## src/hw/tmls_pkg.sv

```systemverilog
// Constants for the monitoring sequencer, limit checker and register map
package tmls_pkg;
    localparam int NUM_CH = 8;
    localparam int DATA_W = 8;
    localparam int ADDR_W = 8;
    localparam int CH_W = 3;
    localparam logic [CH_W-1:0] CH_REMOTE = 3'h6;
    localparam logic [CH_W-1:0] CH_LOCAL = 3'h7;
    localparam logic [CH_W-1:0] CH_LAST = 3'h7;
    localparam logic [ADDR_W-1:0] REG_VALUE_BASE = 8'h20;
    localparam logic [ADDR_W-1:0] REG_LOCAL_TEMP = 8'h27;
    localparam logic [ADDR_W-1:0] REG_HIGH_BASE = 8'h2B;
    localparam logic [ADDR_W-1:0] REG_LIMIT_SPAN = 8'h10;
    localparam logic [ADDR_W-1:0] REG_CONFIG = 8'h40;
    localparam logic [ADDR_W-1:0] REG_STATUS_ONE = 8'h41;
    localparam logic [ADDR_W-1:0] REG_STATUS_TWO = 8'h42;
    localparam int CFG_START_BIT = 0;
    localparam int STS2_DIODE_FAULT_BIT = 6;
    localparam logic [DATA_W-1:0] RESET_BYTE = 8'h00;
    localparam int AVG_COUNT = 16;
    localparam int AVG_SHIFT = 4;
    localparam int AVG_W = 4;
    localparam int SUM_W = 12;
    localparam int CNT_W = 20;
    localparam int CLK_PERIOD_NS = 50;
    localparam int SLOT_TIME_NS = 11_600_000;
    localparam int REMOTE_TIME_NS = 34_800_000;
    localparam int SLOT_CYCLES = SLOT_TIME_NS / CLK_PERIOD_NS;
    localparam int REMOTE_SUB_CYCLES = REMOTE_TIME_NS / (AVG_COUNT * CLK_PERIOD_NS);
    typedef enum logic [1:0] {
        TMLS_IDLE,
        TMLS_CONVERT,
        TMLS_HOLD
    } tmls_state_type;
endpackage : tmls_pkg

```

## src/hw/tmls_monitor.sv

```systemverilog
// Round-robin sequencer, remote averaging, limit checks and register file
//
// How it works
// - Local temperature stored as signed byte
// - Codes span minus 128 to plus 127
// - Remote diode fault sets status two bit
// - Fault input covers shorts and opens
// - Remote result averages sixteen conversions
// - Remote measurement spans nominal 34.8 ms
// - Remote result uses same signed byte
// - Each result stored and checked against limits in the same cycle
// - Status bit rewritten on every measurement
// - Within limits clears the status bit
// - Outside limits sets the status bit
// - Reading status never changes it
// - Writing start bit one begins sequencing
// - Writing start bit zero stops conversions
// - Channels converted in fixed order, stored
// - Status readable while monitoring runs
// - Out-of-limit results raise an event output
// - Other channels use one 11.6 ms slot
// - Reset zeroes registers, converter stays idle
`timescale 1ns/10ps
module tmls_monitor
    import tmls_pkg::*;
#(
    parameter int SLOT_LEN = SLOT_CYCLES,
    parameter int REMOTE_SUB_LEN = REMOTE_SUB_CYCLES
) (
    input wire logic core_clk,
    input wire logic arst_n,
    input wire logic [ADDR_W-1:0] reg_addr,
    input wire logic reg_wr,
    input wire logic [DATA_W-1:0] reg_wdata,
    input wire logic reg_rd,
    output logic [DATA_W-1:0] reg_rdata,
    output logic adc_start,
    output logic [CH_W-1:0] adc_channel,
    input wire logic adc_done,
    input wire logic [DATA_W-1:0] adc_data,
    input wire logic diode_fault,
    output logic limit_event
);
    localparam logic [CNT_W-1:0] SLOT_LAST = CNT_W'(SLOT_LEN - 1);
    localparam logic [CNT_W-1:0] REMOTE_LAST = CNT_W'(REMOTE_SUB_LEN - 1);

    tmls_state_type state, next_state;
    logic [CH_W-1:0] ch, next_ch;
    logic [CNT_W-1:0] cnt, next_cnt;
    logic [AVG_W-1:0] avg_cnt, next_avg_cnt;
    logic [SUM_W-1:0] sum, next_sum;
    logic fault_acc, next_fault_acc;
    logic next_adc_start;
    logic [CH_W-1:0] next_adc_channel;
    logic next_limit_event;
    logic [DATA_W-1:0] value [NUM_CH];
    logic [DATA_W-1:0] next_value [NUM_CH];
    logic [DATA_W-1:0] high [NUM_CH];
    logic [DATA_W-1:0] next_high [NUM_CH];
    logic [DATA_W-1:0] low [NUM_CH];
    logic [DATA_W-1:0] next_low [NUM_CH];
    logic [DATA_W-1:0] status_one, next_status_one;
    logic [DATA_W-1:0] status_two, next_status_two;
    logic [DATA_W-1:0] config_reg, next_config_reg;
    logic [DATA_W-1:0] next_reg_rdata;
    logic [SUM_W-1:0] sum_full;
    logic [DATA_W-1:0] candidate;
    logic [NUM_CH-1:0] out_of_limit;
    logic store;
    logic remote_done;
    logic run;

    assign run = config_reg[CFG_START_BIT];
    // Sign-extended accumulation; the mean is the sum with four bits dropped
    assign sum_full = sum + {{(SUM_W-DATA_W){adc_data[DATA_W-1]}}, adc_data};
    assign remote_done = (avg_cnt == AVG_W'(AVG_COUNT - 1));
    assign candidate = (ch == CH_REMOTE) ? sum_full[AVG_SHIFT +: DATA_W] : adc_data;
    assign store = (state == TMLS_CONVERT) && adc_done && run
        && ((ch != CH_REMOTE) || remote_done);

    genvar gi;
    generate
        for (gi = 0; gi < NUM_CH; gi++) begin : g_cmp
            if (gi == CH_REMOTE || gi == CH_LOCAL) begin : g_signed
                assign out_of_limit[gi] = ($signed(candidate) > $signed(high[gi]))
                    || ($signed(candidate) < $signed(low[gi]));
            end else begin : g_unsigned
                assign out_of_limit[gi] = (candidate > high[gi]) || (candidate < low[gi]);
            end
        end
    endgenerate

    always_comb begin
        next_state = state;
        next_ch = ch;
        next_cnt = cnt + CNT_W'(1);
        next_avg_cnt = avg_cnt;
        next_sum = sum;
        next_fault_acc = fault_acc;
        next_adc_start = 1'b0;
        next_adc_channel = adc_channel;
        next_limit_event = 1'b0;
        next_value = value;
        next_status_one = status_one;
        next_status_two = status_two;
        case (state)
            TMLS_IDLE: begin
                next_cnt = '0;
                if (run) begin
                    next_state = TMLS_CONVERT;
                    next_ch = '0;
                    next_adc_start = 1'b1;
                    next_adc_channel = '0;
                    next_avg_cnt = '0;
                    next_sum = '0;
                    next_fault_acc = 1'b0;
                end
            end
            TMLS_CONVERT: begin
                if (adc_done) begin
                    next_state = TMLS_HOLD;
                    if (ch == CH_REMOTE) begin
                        next_sum = sum_full;
                        next_fault_acc = fault_acc | diode_fault;
                        next_avg_cnt = avg_cnt + AVG_W'(1);
                    end
                    if (store) begin
                        next_value[ch] = candidate;
                        next_status_one[ch] = out_of_limit[ch];
                        next_limit_event = out_of_limit[ch];
                        if (ch == CH_REMOTE) begin
                            next_status_two[STS2_DIODE_FAULT_BIT] = fault_acc | diode_fault;
                            next_sum = '0;
                            next_fault_acc = 1'b0;
                        end
                    end
                end
            end
            TMLS_HOLD: begin
                if (cnt >= ((ch == CH_REMOTE) ? REMOTE_LAST : SLOT_LAST)) begin
                    next_state = TMLS_CONVERT;
                    next_cnt = '0;
                    next_adc_start = 1'b1;
                    if (ch != CH_REMOTE || avg_cnt == '0) begin
                        next_ch = (ch == CH_LAST) ? '0 : ch + CH_W'(1);
                    end
                    next_adc_channel = (ch != CH_REMOTE || avg_cnt == '0)
                        ? ((ch == CH_LAST) ? '0 : ch + CH_W'(1)) : ch;
                end
            end
            default: begin
                next_state = TMLS_IDLE;
            end
        endcase
        if (!run) begin
            next_state = TMLS_IDLE;
            next_adc_start = 1'b0;
        end
    end

    always_ff @(posedge core_clk or negedge arst_n) begin
        if (!arst_n) begin
            state <= TMLS_IDLE;
            ch <= '0;
            cnt <= '0;
            avg_cnt <= '0;
            sum <= '0;
            fault_acc <= 1'b0;
            adc_start <= 1'b0;
            adc_channel <= '0;
            limit_event <= 1'b0;
            status_one <= RESET_BYTE;
            status_two <= RESET_BYTE;
            for (int i = 0; i < NUM_CH; i++) begin
                value[i] <= RESET_BYTE;
            end
        end else begin
            state <= next_state;
            ch <= next_ch;
            cnt <= next_cnt;
            avg_cnt <= next_avg_cnt;
            sum <= next_sum;
            fault_acc <= next_fault_acc;
            adc_start <= next_adc_start;
            adc_channel <= next_adc_channel;
            limit_event <= next_limit_event;
            status_one <= next_status_one;
            status_two <= next_status_two;
            value <= next_value;
        end
    end

    // Host register access: limits and configuration writable, the rest read-only
    always_comb begin
        logic [ADDR_W-1:0] voff;
        logic [ADDR_W-1:0] loff;
        voff = reg_addr - REG_VALUE_BASE;
        loff = reg_addr - REG_HIGH_BASE;
        next_high = high;
        next_low = low;
        next_config_reg = config_reg;
        next_reg_rdata = reg_rdata;
        if (reg_wr) begin
            if (reg_addr == REG_CONFIG) begin
                next_config_reg = reg_wdata;
            end else if (loff < REG_LIMIT_SPAN) begin
                if (loff[0] == 1'b0) begin
                    next_high[loff[CH_W:1]] = reg_wdata;
                end else begin
                    next_low[loff[CH_W:1]] = reg_wdata;
                end
            end
        end
        if (reg_rd) begin
            next_reg_rdata = RESET_BYTE;
            if (voff < ADDR_W'(NUM_CH)) begin
                next_reg_rdata = value[voff[CH_W-1:0]];
            end else if (loff < REG_LIMIT_SPAN) begin
                next_reg_rdata = loff[0] ? low[loff[CH_W:1]] : high[loff[CH_W:1]];
            end else if (reg_addr == REG_CONFIG) begin
                next_reg_rdata = config_reg;
            end else if (reg_addr == REG_STATUS_ONE) begin
                next_reg_rdata = status_one;
            end else if (reg_addr == REG_STATUS_TWO) begin
                next_reg_rdata = status_two;
            end
        end
    end

    always_ff @(posedge core_clk or negedge arst_n) begin
        if (!arst_n) begin
            config_reg <= RESET_BYTE;
            reg_rdata <= RESET_BYTE;
            for (int i = 0; i < NUM_CH; i++) begin
                high[i] <= RESET_BYTE;
                low[i] <= RESET_BYTE;
            end
        end else begin
            config_reg <= next_config_reg;
            reg_rdata <= next_reg_rdata;
            high <= next_high;
            low <= next_low;
        end
    end
endmodule : tmls_monitor

```

## config.mk

```make
export PLATFORM = sky130hd
export DESIGN_NAME = tmls_monitor
export DESIGN_NICKNAME = d
export VERILOG_FILES = /design/src/hw/tmls_pkg.sv /design/src/hw/tmls_monitor.sv
export SDC_FILE = /design/constraint.sdc
export NUM_CORES = 1
export LEC_CHECK = 0
export ABC_CLOCK_PERIOD_IN_PS = 5200
export BUFFER_PORTS_ARGS = -buffer_cell sky130_fd_sc_hd__buf_2
export CORE_MARGIN = 2
export CORE_UTILIZATION = 40
export CTS_CLUSTER_SIZE = 16
export DETAILED_ROUTE_END_ITERATION = 10
export GPL_ROUTABILITY_DRIVEN = 0
export PLACE_DENSITY = 0.52
export SYNTH_ARGS = -nofsm -noshare
export SYNTH_HDL_FRONTEND = slang
export SYNTH_SLANG_ARGS = --single-unit
```

## constraint.sdc

```tcl
create_clock -name core_clk -period 5.2 [get_ports core_clk]
set_input_delay 0.52 -clock core_clk [delete_from_list [all_inputs] [get_ports core_clk]]
set_output_delay 0.52 -clock core_clk [all_outputs]
set_load 0.01 [all_outputs]
```

# [Yosys cells after proc, flatten, opt, wreduce, memory -nomap -nowiden]
# Cells that the tools add are included.
[totals] register_bits=261 n_memories=0 romBits=0 elab_cells=181 latchBits=0 out_inout_bits=13 ramBits=0
[op_classes] n_shift=0 multipliers=0 div_mod_pow=0 n_lt_le_gt_ge=26 add_sub_neg=6 n_mux=62 n_reduce_logical=29 eq_ne=16 n_bitwise=6
[op_table] op="bitwise mux 64 bit" count=3
[op_table] op="2-to-1 mux 8 bit" count=14
[op_table] op="binary-select mux 8 bit (select 3 bit)" count=3
[op_table] op="> comparator 8 bit" count=8
[op_table] op="< comparator 8 bit" count=8
[op_table] op="2-to-1 mux 12 bit" count=5
[op_table] op="demux 8 bit (select 3 bit)" count=2
[op_table] op="case mux 20 bit (2 select lines)" count=1
[op_table] op="== test 8 x 7 -> 1 bit, second input constant" count=3
[op_table] op="case mux 12 bit (2 select lines)" count=1
[op_table] op="adder 20 x 1 -> 20 bit, second input constant" count=1
[op_table] op=">= comparator 20 x 18 -> 1 bit" count=1
[op_table] op="2-to-1 mux 20 bit" count=1
[op_table] op="AND reduction 4 bit" count=5
[op_table] op="2-to-1 mux 18 bit" count=1
[op_table] op="subtractor 8 x 6 -> 8 bit, second input constant" count=2
[op_table] op="adder 12 bit" count=1
[op_table] op=">= comparator 4 bit, second input constant" count=3
[op_table] op="2-to-1 mux 1 bit" count=12
[op_table] op="2-to-1 mux 3 bit" count=4
[op_table] op="2-to-1 mux 4 bit" count=3
[op_table] op="!= test 3 bit, second input constant" count=4
[op_table] op="NOT 3 -> 4 bit" count=3
[op_table] op="logical OR 1 bit" count=10
[op_table] op="other kinds (29)" count=46

# [Depth between registers and ports, before layout]
[logic_depth] ltp_word=9 ltp_mapped=17 depth_no_buf=17

# [Least setup slack after synthesis]
# Ideal clock, no wire load.
[synth_path] path_type="input-to-reg" from="input port adc_data[0]" to="register limit_event" slack_ns=0.683 required_time_ns=5.089 n_path_buf=0 path_stages=17 arrival_ns=4.406 path_cell_list="ha_1 -> fa_1 -> nand3_1 -> a21oi_1 -> o211ai_1 -> a21oi_1 -> or4_1 -> a21oi_1 -> nor2_1 -> ha_1 -> nor3b_1 -> a21oi_1 -> or2_2 -> a2111oi_0 -> a2111oi_0 -> a21o_1 -> a2111oi_2"
[synth_via] elab_chain_len=9 word_cells_on_any_way=31
[synth_rtl] element="start: declaration" line="tmls_monitor.sv:40" rtl="input wire logic [DATA_W-1:0] adc_data,"
[synth_rtl] element="adder 12 bit *" line="tmls_monitor.sv:75" rtl="assign sum_full = sum + {{(SUM_W-DATA_W){adc_data[DATA_W-1]}}, adc_data};"
[synth_rtl] element="2-to-1 mux 8 bit *" line="tmls_monitor.sv:77" rtl="assign candidate = (ch == CH_REMOTE) ? sum_full[AVG_SHIFT +: DATA_W] : adc_data;"
[synth_rtl] element="named net candidate[6]" line="tmls_monitor.sv:67" rtl="logic [DATA_W-1:0] candidate;"
[synth_rtl] element="> comparator 8 bit (tied with other cells)" line="tmls_monitor.sv:88" rtl="assign out_of_limit[gi] = (candidate > high[gi]) || (candidate < low[gi]);"
[synth_rtl] element="logical OR 1 bit (on tied branches)" line="tmls_monitor.sv:88, tmls_monitor.sv:86"
[synth_rtl] element="binary-select mux 1 bit (select 3 bit) *" line="tmls_monitor.sv:130" rtl="next_limit_event = out_of_limit[ch];"
[synth_rtl] element="2-to-1 mux 1 bit (implied by the code) *" line="tmls_monitor.sv:130"
[synth_rtl] element="2-to-1 mux 1 bit *" line="tmls_monitor.sv:127" rtl="if (store) begin"
[synth_rtl] element="2-to-1 mux 1 bit *" line="tmls_monitor.sv:120" rtl="if (adc_done) begin"
[synth_rtl] element="2-to-1 mux 1 bit *" line="tmls_monitor.sv:106" rtl="case (state)"
[synth_rtl] element="named net next_limit_event" line="tmls_monitor.sv:55" rtl="logic next_limit_event;"
[synth_rtl] element="end signal: assignment" line="tmls_monitor.sv:186" rtl="limit_event <= next_limit_event;"
[synth_rtl] element="end: declaration" line="tmls_monitor.sv:42" rtl="output logic limit_event"
# The timed path passes the listed nets; every way through them passes the cells marked *. The select of a mux whose other input is x is not followed.
# A chain may end at the register's enable or synchronous reset.

# [Final worst setup path]
[layout_path] from="register ch[0]" to="register status_one[5]"
[layout_via] elab_chain_len=7 word_cells_on_any_way=38
[layout_rtl] element="start: declaration" line="tmls_monitor.sv:48" rtl="logic [CH_W-1:0] ch, next_ch;"
[layout_rtl] element="start signal: assignment" line="tmls_monitor.sv:179" rtl="ch <= next_ch;"
[layout_rtl] element="== test 3 bit *" line="tmls_monitor.sv:77"
[layout_rtl] element="2-to-1 mux 8 bit *" line="tmls_monitor.sv:77"
[layout_rtl] element="named net candidate[6]" line="tmls_monitor.sv:67"
[layout_rtl] element="> comparator 8 bit (tied with other cells)" line="tmls_monitor.sv:88"
[layout_rtl] element="logical OR 1 bit (on tied branches)" line="tmls_monitor.sv:88, tmls_monitor.sv:86"
[layout_rtl] element="binary-select mux 1 bit (select 3 bit) *" line="tmls_monitor.sv:129" rtl="next_status_one[ch] = out_of_limit[ch];"
[layout_rtl] element="2-to-1 mux 1 bit (implied by the code) *" line="tmls_monitor.sv:129"
[layout_rtl] element="bitwise mux 8 bit *" line="tmls_monitor.sv:129"
[layout_rtl] element="end signal: assignment" line="tmls_monitor.sv:187" rtl="status_one <= next_status_one;"
[layout_rtl] element="end: declaration" line="tmls_monitor.sv:62" rtl="logic [DATA_W-1:0] status_one, next_status_one;"
# Marks and branches as above.

==> impl_metrics.env <==
export IMPL_cts_sinks=261
export IMPL_layout_setup_ws_ns=0.425
export IMPL_power_density_cell_area_nw_per_um2=279
export IMPL_synth_top_cell_area_share_pct=40.2
export IMPL_synth_lib_cells_used_distinct=83
export IMPL_post_synth_instance_area_um2=16200
export IMPL_route_detailed_drc=0
export IMPL_postRouteWirelength_um=49400
export IMPL_worst_r2r_cell_count=15
export IMPL_finClkSkew_ns=0.0404
export IMPL_status="finished, final reports clean"
export IMPL_ctsRootBufferMaster="sky130_fd_sc_hd__clkbuf_16"
export IMPL_synth_edff_count=0
export IMPL_vias_per_cell=5.70
export IMPL_drive_above_1_share_pct=19.8
export IMPL_post_cts_buffers=0
export IMPL_number_of_gates_resized_after_cts=0
export IMPL_globalRouteTotalUtil_pct=23.9
export IMPL_fin_nets=1821
export IMPL_synth_warnings=0
export IMPL_timing_final_max_slew_violations=0
export IMPL_filler_cell_count=3801
export IMPL_syn_inst=1590
export IMPL_hold_path_cell_count=3
export IMPL_floorplan_io_pins=43
export IMPL_timing_final_crit_period_ns=4.77
export IMPL_syn_avg_cell_area_um2=10.2
export IMPL_setup_repair_after_global_routing_missed_its_margin="false"
export IMPL_tritoncts="built"
export IMPL_tritoncts_buffer_count=30
export IMPL_die_width_um=206
export IMPL_ir_drop_mv=0.244
export IMPL_ys_seq_elements=261
export IMPL_layout_area_overhead_vs_synth_pct=11.8
export IMPL_cts_htree_levels=1
export IMPL_portBuffers=42
export IMPL_net_count_after_synthesis=1773
export IMPL_crit_path_end_kind="register"
export IMPL_floorplan_die_area_um2=42200
export IMPL_synth_async_sr_flop_share_pct=100
export IMPL_placement_cell_area_um2=17200
export IMPL_drt_first_iter_violations=919
export IMPL_cellLeakagePower_nw=8.09
export IMPL_yosysTopAreaCell="sky130_fd_sc_hd__dfrtp_1"
export IMPL_initial_antenna_violation_count=2
export IMPL_timing_slew_headroom_pct=33.6
export IMPL_setup_tns_final_ns=0
export IMPL_netlist_top_cells_area="sky130_fd_sc_hd__dfrtp_1 (40%), sky130_fd_sc_hd__ha_1 (12%), sky130_fd_sc_hd__mux2_2 (10%), sky130_fd_sc_hd__mux4_2 (3.5%), sky130_fd_sc_hd__inv_1 (3.4%)"
export IMPL_diode_insertion_count_for_antenna_repair=0
export IMPL_detailedRoute_firstPassIterationCount=5
export IMPL_synthTopCellsByCount="sky130_fd_sc_hd__dfrtp_1 (261), sky130_fd_sc_hd__ha_1 (152), sky130_fd_sc_hd__inv_1 (146), sky130_fd_sc_hd__mux2_2 (144), sky130_fd_sc_hd__nand2_1 (119)"
export IMPL_dp_final_hpwl_um=34600
export IMPL_power_w=0.00507
export IMPL_clk_pin_slew_worst_paths_ns=0.06
export IMPL_detailedPlace_worstSlack_ns=0.212
export IMPL_timing_hold_worst_class="input pin to register"
export IMPL_dominantRegCellSynth="sky130_fd_sc_hd__dfrtp_1"
export IMPL_clockBufferDepth=3
export IMPL_drv_cap=0
export IMPL_grt_first_pass_wirelength_um=76200
export IMPL_finish_instance_area_um2=18200
export IMPL_detail_route_antenna_nets=0
export IMPL_core_area_um2=39900
export IMPL_critical_path_maximum_fanout=15
export IMPL_globalRouteOverflowTotal=0
export IMPL_worst_skew_pair_late_latency_ns=0.59
export IMPL_vias=12445
export IMPL_finalSetupViolCount=0
export IMPL_worstPathRequired_ns=5.61
export IMPL_finalHoldViolCount=0
export IMPL_synthMostInstantiatedCell="sky130_fd_sc_hd__dfrtp_1"
export IMPL_reg_top3="high x64, low x64, value x64"
export IMPL_wl_per_cell_um=22.6
export IMPL_post_route_period_util_pct=91.8
export IMPL_tightest_slew_ns=0.992
export IMPL_worst_r2r_setup_slack_ns=0.43
export IMPL_fmax_mhz=209
export IMPL_maximum_number_of_pins_on_one_net_before_global_route_repair=84
export IMPL_floorplan_initialDensity_pct=40.7
export IMPL_crit_path_start_kind="register"
export IMPL_hold_ws_ns=0.308
export IMPL_first_global_vias=12429
export IMPL_die_height_um=206
export IMPL_rows=73
export IMPL_seq_area_frac_synth_pct=40.2
export IMPL_critPathKind="register to register"
export IMPL_arrival_ns=5.18
routing by layer:
metal | vias up | part of all wire, % | GRT usage [%] | wire length (µm)
met5 | - | 0.022 | 0 | 11
met4 | 2 | 3.8 | 8.76 | 1890
met3 | 108 | 5.0 | 4.09 | 2490
met2 | 308 | 44 | 37.3 | 21800
met1 | 6195 | 47 | 33.4 | 23200
li1 | 5832 | - | - | -
what timing repair did:
item	CTS	global route
endpoints found under the setup margin	0	0
endpoints found under the hold margin	51	0
hold buffers	1	0
logic make-up (layout without fill, tap and decap cells):
group                      Yosys count  after routing  share of synthesized area, %
AOI/OAI and AO/OA                  361            361                          14.2
xor gates and xnor gates            34             34                          2.06
adders and majority gates          153            153                          11.8
buffers and inverters              209            277                          5.09
DFF                                261            261                          40.2
muxes                              194            194                          15.0
and+or+nand+nor                    378            378                          11.6
stage by stage:
stage	cells	utilization, %
6_report	2183	45.5
5_1_grt	2183	45.5
4_1_cts	2183	45.5
3_5_place_dp	2130	43.0
3_3_place_gp	2130	43.0
2_1_floorplan	1590	-
cell usage in the layout, fill, tap and decap left out, types with 16 or more instances in the layout:
master,instances
sky130_fd_sc_hd__o211ai_1,16
sky130_fd_sc_hd__a21oi_1,107
sky130_fd_sc_hd__mux4_2,25
sky130_fd_sc_hd__dfrtp_1,261
sky130_fd_sc_hd__ha_1,152
sky130_fd_sc_hd__nand3_1,37
sky130_fd_sc_hd__xnor2_1,16
sky130_fd_sc_hd__nor2_1,103
sky130_fd_sc_hd__buf_2,41
sky130_fd_sc_hd__nand2_1,119
sky130_fd_sc_hd__clkbuf_16,31
sky130_fd_sc_hd__o21ai_0,87
sky130_fd_sc_hd__mux2i_1,24
sky130_fd_sc_hd__a31oi_1,18
sky130_fd_sc_hd__mux2_2,144
sky130_fd_sc_hd__buf_4,31
sky130_fd_sc_hd__inv_1,146
path summary, 6_finish.rpt:
path | to | from
worst min-delay path | fault_acc$_DFFE_PN0P_ | diode_fault
worst max-delay path | status_one[5]$_DFFE_PN0P_ | ch[0]$_DFFE_PN0P_
worst min register to register | cnt[0]$_DFF_PN0_ | cnt[0]$_DFF_PN0_
max in group asynchronous | value[53]$_DFFE_PN0P_ | arst_n
worst max register to register | status_one[5]$_DFFE_PN0P_ | ch[0]$_DFFE_PN0P_
min in group asynchronous | high[52]$_DFFE_PN0P_ | arst_n
where the power goes:
group	switching (W)	total, W	internal [W]
Combinational	0.000481	0.000771	0.000290
Sequential	0.0000739	0.00219	0.00212
Clock	0.000867	0.00211	0.00124
Total	0.00142	0.00507	0.00365
critical path: stages, from the launching register on:
cell and delay [ns]:
sky130_fd_sc_hd__dfrtp_1 0.34, sky130_fd_sc_hd__inv_1 0.19, sky130_fd_sc_hd__ha_1 0.35, sky130_fd_sc_hd__nand2_2 0.29
sky130_fd_sc_hd__clkinv_1 0.40, sky130_fd_sc_hd__o21ai_0 0.72, sky130_fd_sc_hd__nor2_1 0.21, sky130_fd_sc_hd__buf_4 0.29
sky130_fd_sc_hd__ha_1 0.32, sky130_fd_sc_hd__and3_1 0.19, sky130_fd_sc_hd__a211oi_1 0.25, sky130_fd_sc_hd__nand4b_1 0.16
sky130_fd_sc_hd__a31oi_1 0.28, sky130_fd_sc_hd__o21ai_1 0.14, sky130_fd_sc_hd__nand4_1 0.35, sky130_fd_sc_hd__o21ai_0 0.15
layout make-up:
class | count | area (µm²) | share of cell area [%]
inverters | 148 | 556 | 3.06
multi-input cells | 1120 | 8920 | 49.1
well taps | 525 | 657 | 3.62
flip-flops and latches | 261 | 6530 | 36.0
clock inverters | 7 | 66.3 | 0.365
repair buffers | 77 | 523 | 2.88
clock buffers | 45 | 908 | 5.00
No activity file was read; power rests on OpenSTA's default activity.
